**src/rtl/crc_pkg.sv**
```systemverilog
// constants of the chroma delay and real-time output control block
package crc_pkg;
   localparam logic [7:0] OFS_CHROMA_CTRL = 8'h10;
   localparam logic [7:0] OFS_MODE_DELAY = 8'h11;
   localparam logic [7:0] OFS_RT_SELECT = 8'h12;
   localparam logic [7:0] OFS_LOCK_CTRL = 8'h13;
   localparam logic [7:0] RST_CHROMA_CTRL = 8'h00;
   localparam logic [7:0] RST_MODE_DELAY = 8'h00;
   localparam logic [7:0] RST_RT_SELECT = 8'h00;
   localparam logic [7:0] RST_LOCK_CTRL = 8'h00;
   localparam int POS_BLUE_OFS = 6;
   localparam int POS_RED_OFS = 4;
   localparam int POS_BAND_WIDE = 3;
   localparam int POS_FORCE_CHROMA = 7;
   localparam int POS_OUT1_INV = 6;
   localparam int POS_SYNC_FINE = 4;
   localparam int POS_OUT0_INV = 3;
   localparam int POS_LOCK_SPEED = 3;
   // two line-locked clocks per fine step
   localparam int STEP_CLOCKS = 2;
   localparam int DELAY_MAX = 8;
   typedef enum logic [3:0] {
      SEL_FLOAT = 4'h0, SEL_LOW = 4'h1, SEL_CLK = 4'h2, SEL_CLK2 = 4'h3,
      SEL_HLOCK = 4'h4, SEL_VLOCK = 4'h5, SEL_CLOCK = 4'h6, SEL_RSV7 = 4'h7,
      SEL_LINE = 4'h8, SEL_HSYNC = 4'h9, SEL_GLINE = 4'hA, SEL_RSVB = 4'hB,
      SEL_VSYNC = 4'hC, SEL_VWIN = 4'hD, SEL_ADC = 4'hE, SEL_FIELD = 4'hF
   } crc_sel_t;
endpackage

```
**src/rtl/crc_ctrl.sv**
```systemverilog
// control registers and real-time output pin 0 multiplexer
`timescale 1ns/1ns
module crc_ctrl
   import crc_pkg::*;
(
   // clock, reset, enable
   input wire logic CLOCK,
   input wire logic ARST_N,
   input wire logic CE,
   // register port
   input wire logic [7:0] ADDR,
   input wire logic [7:0] WDATA,
   input wire logic WR,
   input wire logic RD,
   output logic [7:0] RDATA,
   // video timing and status from the decoder core
   input wire logic LOCK_STD,
   input wire logic LOCK_FAST,
   input wire logic VLOCK,
   input wire logic COLOUR_DET,
   input wire logic LINE_REF,
   input wire logic HSYNC_RAW,
   input wire logic VSYNC,
   input wire logic VWIN,
   input wire logic FIELD,
   input wire logic ADC_LSB,
   // decoder steering
   output logic [1:0] BLUE_FINE_OFS,
   output logic [1:0] RED_FINE_OFS,
   output logic BAND_WIDE,
   output logic [2:0] BAND_BALANCE,
   output logic FORCE_CHROMA_ON,
   output logic [2:0] LUMA_DELAY,
   output logic OUT1_INVERT,
   // real-time output pin 0
   output logic RT0_O,
   output logic RT0_OE
);

   typedef struct packed {
      logic [7:0] chroma_r;
      logic [7:0] mode_r;
      logic [7:0] sel_r;
      logic [7:0] lock_r;
      logic [7:0] rdata_r;
      logic [1:0] clk_div_r;
      logic [DELAY_MAX-1:0] hs_pipe_r;
      logic [1:0] s1_r;
      logic [1:0] s2_r;
      logic rt0_r;
      logic oe_r;
   } crc_state_t;

   crc_state_t st_r;
   crc_state_t st_nxt;
   logic sel_val;
   logic hs_del;
   logic [2:0] hs_tap;

   // register read decode, used by the bus answer
   function automatic logic [7:0] read_mux(input logic [7:0] a,
                                           input crc_state_t s);
      case (a)
         OFS_CHROMA_CTRL: read_mux = s.chroma_r;
         OFS_MODE_DELAY: read_mux = s.mode_r;
         OFS_RT_SELECT: read_mux = s.sel_r;
         OFS_LOCK_CTRL: read_mux = s.lock_r;
         default: read_mux = 8'h00;
      endcase
   endfunction

   ////////////////////////////////////////////////////////////////////
   // sync delay tap: fine step times two clocks, shift register depth
   always_comb begin
      hs_tap = 3'(st_r.mode_r[POS_SYNC_FINE +: 2] * STEP_CLOCKS);
      hs_del = (hs_tap == 3'h0) ? st_r.s2_r[1]
               : st_r.hs_pipe_r[hs_tap - 3'h1];
   end

   ////////////////////////////////////////////////////////////////////
   // source selection for pin 0; reserved codes drive low
   always_comb begin
      case (crc_sel_t'(st_r.sel_r[3:0]))
         SEL_LOW: sel_val = 1'b0;
         SEL_CLK: sel_val = st_r.clk_div_r[0];
         SEL_CLK2: sel_val = st_r.clk_div_r[1];
         SEL_HLOCK: sel_val = st_r.lock_r[POS_LOCK_SPEED] ?
                              st_r.s2_r[0] : st_r.s2_r[0] & LOCK_STD;
         SEL_VLOCK: sel_val = VLOCK & LOCK_STD;
         SEL_CLOCK: sel_val = VLOCK & LOCK_STD & COLOUR_DET;
         SEL_LINE: sel_val = LINE_REF;
         SEL_HSYNC: sel_val = hs_del;
         SEL_GLINE: sel_val = LINE_REF & VWIN;
         SEL_VSYNC: sel_val = VSYNC;
         SEL_VWIN: sel_val = VWIN;
         SEL_ADC: sel_val = ADC_LSB;
         SEL_FIELD: sel_val = FIELD;
         default: sel_val = 1'b0;
      endcase
   end

   ////////////////////////////////////////////////////////////////////
   // next state: registers, dividers, synchronisers, output
   always_comb begin
      st_nxt = st_r;
      // fast lock and raw sync inputs arrive from the slow detector domain
      st_nxt.s1_r = {HSYNC_RAW, LOCK_FAST};
      st_nxt.s2_r = st_r.s1_r;
      st_nxt.clk_div_r = st_r.clk_div_r + 2'h1;
      st_nxt.hs_pipe_r = {st_r.hs_pipe_r[DELAY_MAX-2:0], st_r.s2_r[1]};
      if (WR) begin
         case (ADDR)
            OFS_CHROMA_CTRL: st_nxt.chroma_r = WDATA;
            OFS_MODE_DELAY: st_nxt.mode_r = WDATA;
            OFS_RT_SELECT: st_nxt.sel_r = WDATA;
            OFS_LOCK_CTRL: st_nxt.lock_r = WDATA;
            default: st_nxt.rdata_r = st_r.rdata_r;
         endcase
      end
      st_nxt.rdata_r = RD ? read_mux(ADDR, st_r) : 8'h00;
      st_nxt.oe_r = (st_r.sel_r[3:0] != SEL_FLOAT);
      st_nxt.rt0_r = sel_val ^ st_r.mode_r[POS_OUT0_INV];
   end

   // single state register, frozen while the enable is low
   always_ff @(posedge CLOCK or negedge ARST_N) begin
      if (!ARST_N) begin
         st_r <= '0;
         st_r.chroma_r <= RST_CHROMA_CTRL;
         st_r.mode_r <= RST_MODE_DELAY;
         st_r.sel_r <= RST_RT_SELECT;
         st_r.lock_r <= RST_LOCK_CTRL;
      end else if (CE) begin
         st_r <= st_nxt;
      end
   end

   ////////////////////////////////////////////////////////////////////
   // outputs straight from flip-flops
   assign RDATA = st_r.rdata_r;
   assign BLUE_FINE_OFS = st_r.chroma_r[POS_BLUE_OFS +: 2];
   assign RED_FINE_OFS = st_r.chroma_r[POS_RED_OFS +: 2];
   assign BAND_WIDE = st_r.chroma_r[POS_BAND_WIDE];
   assign BAND_BALANCE = st_r.chroma_r[2:0];
   assign FORCE_CHROMA_ON = st_r.mode_r[POS_FORCE_CHROMA];
   assign LUMA_DELAY = st_r.mode_r[2:0];
   assign OUT1_INVERT = st_r.mode_r[POS_OUT1_INV];
   assign RT0_O = st_r.rt0_r;
   assign RT0_OE = st_r.oe_r;

   // short views of the selector and the pin 0 polarity bit
   logic [3:0] chk_sel;
   logic chk_inv;
   assign chk_sel = st_r.sel_r[3:0];
   assign chk_inv = st_r.mode_r[POS_OUT0_INV];
endmodule

```
**config.mk**
```make
export PLATFORM = sky130hd
export DESIGN_NAME = crc_ctrl
export DESIGN_NICKNAME = d
export VERILOG_FILES = /design/src/rtl/crc_pkg.sv /design/src/rtl/crc_ctrl.sv
export SDC_FILE = /design/constraint.sdc
export NUM_CORES = 1
export LEC_CHECK = 0
export BUFFER_PORTS_ARGS = -buffer_cell sky130_fd_sc_hd__buf_4
export CAP_MARGIN = 20
export CORE_MARGIN = 2
export CORE_UTILIZATION = 44
export CTS_CLUSTER_DIAMETER = 80
export DETAILED_ROUTE_END_ITERATION = 10
export GPL_TIMING_DRIVEN = 0
export PLACE_DENSITY = 0.66
export SLEW_MARGIN = 25
export SYNTH_ARGS = -nofsm -noshare
export SYNTH_HDL_FRONTEND = slang
export SYNTH_SLANG_ARGS = --single-unit
```
**constraint.sdc**
```tcl
create_clock -name CLOCK -period 4 [get_ports CLOCK]
set_input_delay 1.2 -clock CLOCK [delete_from_list [all_inputs] [get_ports CLOCK]]
set_output_delay 1.2 -clock CLOCK [all_outputs]
set_load 0.03 [all_outputs]
```
==> results.toml <==
[floorplanning]
start_util = 0.460
die_w_um = 82.9
io_pins = 54
fp-row-count = 28
die-area_um2 = 6870
die_h_um = 82.9
coreArea_um2 = 5960

[sta]
worstMarginPinSlew_ns = 0.688
rsz0062_at_grt = "no"
slew_headroom = 0.542
tns_ns = 0
clock.fmax_ghz = 0.348
timing.hold.ws_ns = 0.485
fin_crit_ns = 2.88
setup_viol_count_final = 0
slew_viol_final = 0
min_period_over_period = 0.719
clock_skew_ns = 0.00296
report.final.hold_viol_count = 0

[worst_setup_path]
required_ns = 4.20
crit_fanout = 8
critPathArrivalTime_ns = 3.07
critPathKind = "input port to flop"
r2r_start = "st_r[44]"
cp_cell_sequence = "buf_4, or4b_1, nor3_2, nand3_2, nor3b_4, mux2_2"
rrSetupSlack_ns = 2.12
cp_top_family = "simple AND/OR/NAND/NOR gates"
critPathSlowestCell = "or4b_1"
crit_path_end_kind = "flop"
r2r-end = "RT0_O"
reg2reg_depth = 7
crit_path_start = "ADDR[5]"
slowest_delay_ns = 0.52
start_kind = "input port"
crit_cells = 6
cp_num_buf_inv = 1

[detailed_routing]
drc = 0
vias_per_cell = 5.11
drtAntennaViolNets = 0
vias = 1731
routed_wl_um = 5210
drt_iter0_drc = 56
wl_per_cell_um = 15.4
firstDrtPassIters = 4

[logic_synthesis]
ys_types = 37
synth_nets = 236
netlist_area_um2 = 2740
yosysSeqAreaShare = 0.511
ys_ff_latch = 56
avgSynthCellArea_um2 = 13.4
syn_inst = 204
ys_warn_count = 0

[cts]
cts_buffers = 5
cts-resized-gates = 0
cts.clk_slew.worst_paths_ns = 0.09
ctsRootBufferMaster = "clkbuf_8"
worstSkewPairLatency_ns = 0.30
cts_tree = "built"
postCtsHoldBufs = 0
htree_levels = 2
clockBufferDepth = 2
post-cts-setup-buffers = 0
cts_sinks = 56

[cells_and_area]
area_delta_synth_final_pct = 22.3
diodes = 0
nNetsFinal = 295
fillers = 532
layoutNonFillerInstCount = 339
drive_above_1_share = 0.542

[job]
drv_cap = 0

[global_routing]
gr-usage-all-layers = 0.160
grt_pass1_vias = 1783
grt_max_degree = 57
grt_pass1_wl_um = 8740
antenna_found_initial = 0
gr-total-overflow = 0

[hold_path]
hp-start = "st_r[15]"
hold_path_class = "flop to flop"
min_path_cells = 1
holdPathEnd = "st_r[15]"

[run_status]
status = "complete, no violations"

[placed_design]
numPortBuffers = 52
gp_congestion = 0.693
hpwl_um = 3850
placedCellCount = 331

[power]
ir_drop_mv = 0.205
p_leak_uw = 0.00161
pwr_density_cell_nw_per_um2 = 364
where the power goes:
group	switching [uW]	total [uW]	internal (uW)	leakage (uW)
registers	38.4	659	621	0.000748
clock network	176	397	221	0.0000645
logic	70.8	165	94.3	0.000799
total	285	1220	936	0.00161
placed cells by master, fill, tap and decap left out, types with 2 or more instances in the layout:
| master | Yosys | layout |
|---|---|---|
| a31oi_1 | 2 | 2 |
| buf_4 | 18 | 70 |
| buf_6 | 2 | 2 |
| clkbuf_1 | 5 | 5 |
| clkbuf_8 | 1 | 8 |
| dfrtp_1 | 56 | 56 |
| inv_1 | 11 | 11 |
| mux2_2 | 44 | 44 |
| mux4_2 | 10 | 10 |
| nand2_1 | 6 | 6 |
| nand2b_1 | 2 | 2 |
| nand3_1 | 10 | 10 |
| nand3_2 | 2 | 2 |
| nor2_1 | 5 | 5 |
| o21ai_0 | 8 | 8 |
registers in the layout (all words and copies together) (netlist names):
signal / flops
OUT1_INVERT: 1
RT0_O: 1
chk_sel: 4
BAND_BALANCE: 3
FORCE_CHROMA_ON: 1
st_r: 18
LUMA_DELAY: 3
BLUE_FINE_OFS: 2
RDATA: 8
BAND_WIDE: 1
RED_FINE_OFS: 2
RT0_OE: 1
chk_inv: 1
st_nxt: 10
final cells by class:
class | count | area [um^2] | area share
Inverter | 11 | 41.3 | 0.0123
Sequential cell | 56 | 1400 | 0.418
Multi-Input combinational cell | 110 | 1100 | 0.329
Buffer | 27 | 194 | 0.0579
Clock inverter | 1 | 30.0 | 0.00896
Timing Repair Buffer | 52 | 390 | 0.117
Clock buffer | 7 | 96.3 | 0.0288
Tap cell | 75 | 93.8 | 0.0280
synth_stat cells:
master | count | area, um^2
and4b_1 | 1 | 10.0
or4b_1 | 1 | 10.0
xor2_1 | 1 | 8.76
nand3b_2 | 1 | 11.3
nor3_1 | 1 | 5.00
clkbuf_1 | 5 | 18.8
mux2i_1 | 1 | 10.0
nand2_1 | 6 | 22.5
mux2_2 | 44 | 495
nor2_1 | 5 | 18.8
ha_1 | 1 | 12.5
and3b_1 | 1 | 8.76
o211ai_1 | 1 | 7.51
xnor2_1 | 1 | 8.76
o2bb2ai_1 | 1 | 8.76
buf_6 | 2 | 22.5
o21ai_0 | 8 | 40.0
nor3_2 | 1 | 10.0
a31oi_1 | 2 | 12.5
buf_1 | 1 | 3.75
buf_4 | 18 | 135
and3_2 | 1 | 7.51
mux4_2 | 10 | 225
clkbuf_8 | 1 | 13.8
nor3b_4 | 1 | 18.8
a311o_1 | 1 | 10.0
nand3_1 | 10 | 50.1
nand3_2 | 2 | 20.0
dfrtp_1 | 56 | 1400
nand2b_1 | 2 | 12.5
nor3_4 | 1 | 16.3
nor4b_1 | 1 | 8.76
and2_2 | 1 | 7.51
inv_1 | 11 | 41.3
nor2b_1 | 1 | 6.26
a2111o_1 | 1 | 11.3
o221ai_1 | 1 | 8.76
metrics by stage:
step                      total power [uW]  utilization  setup slack, ns  area [um^2]
final                                 1220        0.563             1.12         3350
after global placement                 829        0.541            0.792         3220
after detailed placement               839        0.541            0.741         3220
after global routing                  1280        0.563             1.04         3350
after CTS                             1240        0.563             1.08         3350
after floorplan                        762            -             1.12         2740
worst register-to-register path, stage by stage (launching register included):
cell and delay, ns:
dfrtp_1 0.42, inv_1 0.06, ha_1 0.22, and4b_1 0.20
a2111o_1 0.34, a31oi_1 0.23, a311o_1 0.21, o211ai_1 0.09
logic make-up (layout without fill, tap and decap cells):
| kind of cell | after synthesis | after routing | share of synthesized area |
|---|---|---|---|
| AND/OR/NAND/NOR | 37 | 37 | 0.0890 |
| flip-flops | 56 | 56 | 0.511 |
| AO/OA/AOI/OAI | 15 | 15 | 0.0361 |
| adder cells (fa/ha/maj) | 1 | 1 | 0.00457 |
| XOR/XNOR | 2 | 2 | 0.00639 |
| buffers and inverters | 38 | 98 | 0.0858 |
| multiplexers | 55 | 55 | 0.267 |
metal layers:
layer / wire, um / global-route usage
met1: 2280 / 0.208
met2: 2670 / 0.266
met3: 180 / 0.0378
met4: 70 / 0.0492
met5: 0 / 0
how the worst max path moves through the flow:
stage,endpoint
final,st_r[38]
after global placement,st_r[38]
after global routing,st_r[36]
after CTS,chk_sel[3]
after floorplan,chk_sel[0]
after detailed placement,st_r[36]
(Power assumes the default switching activity.)
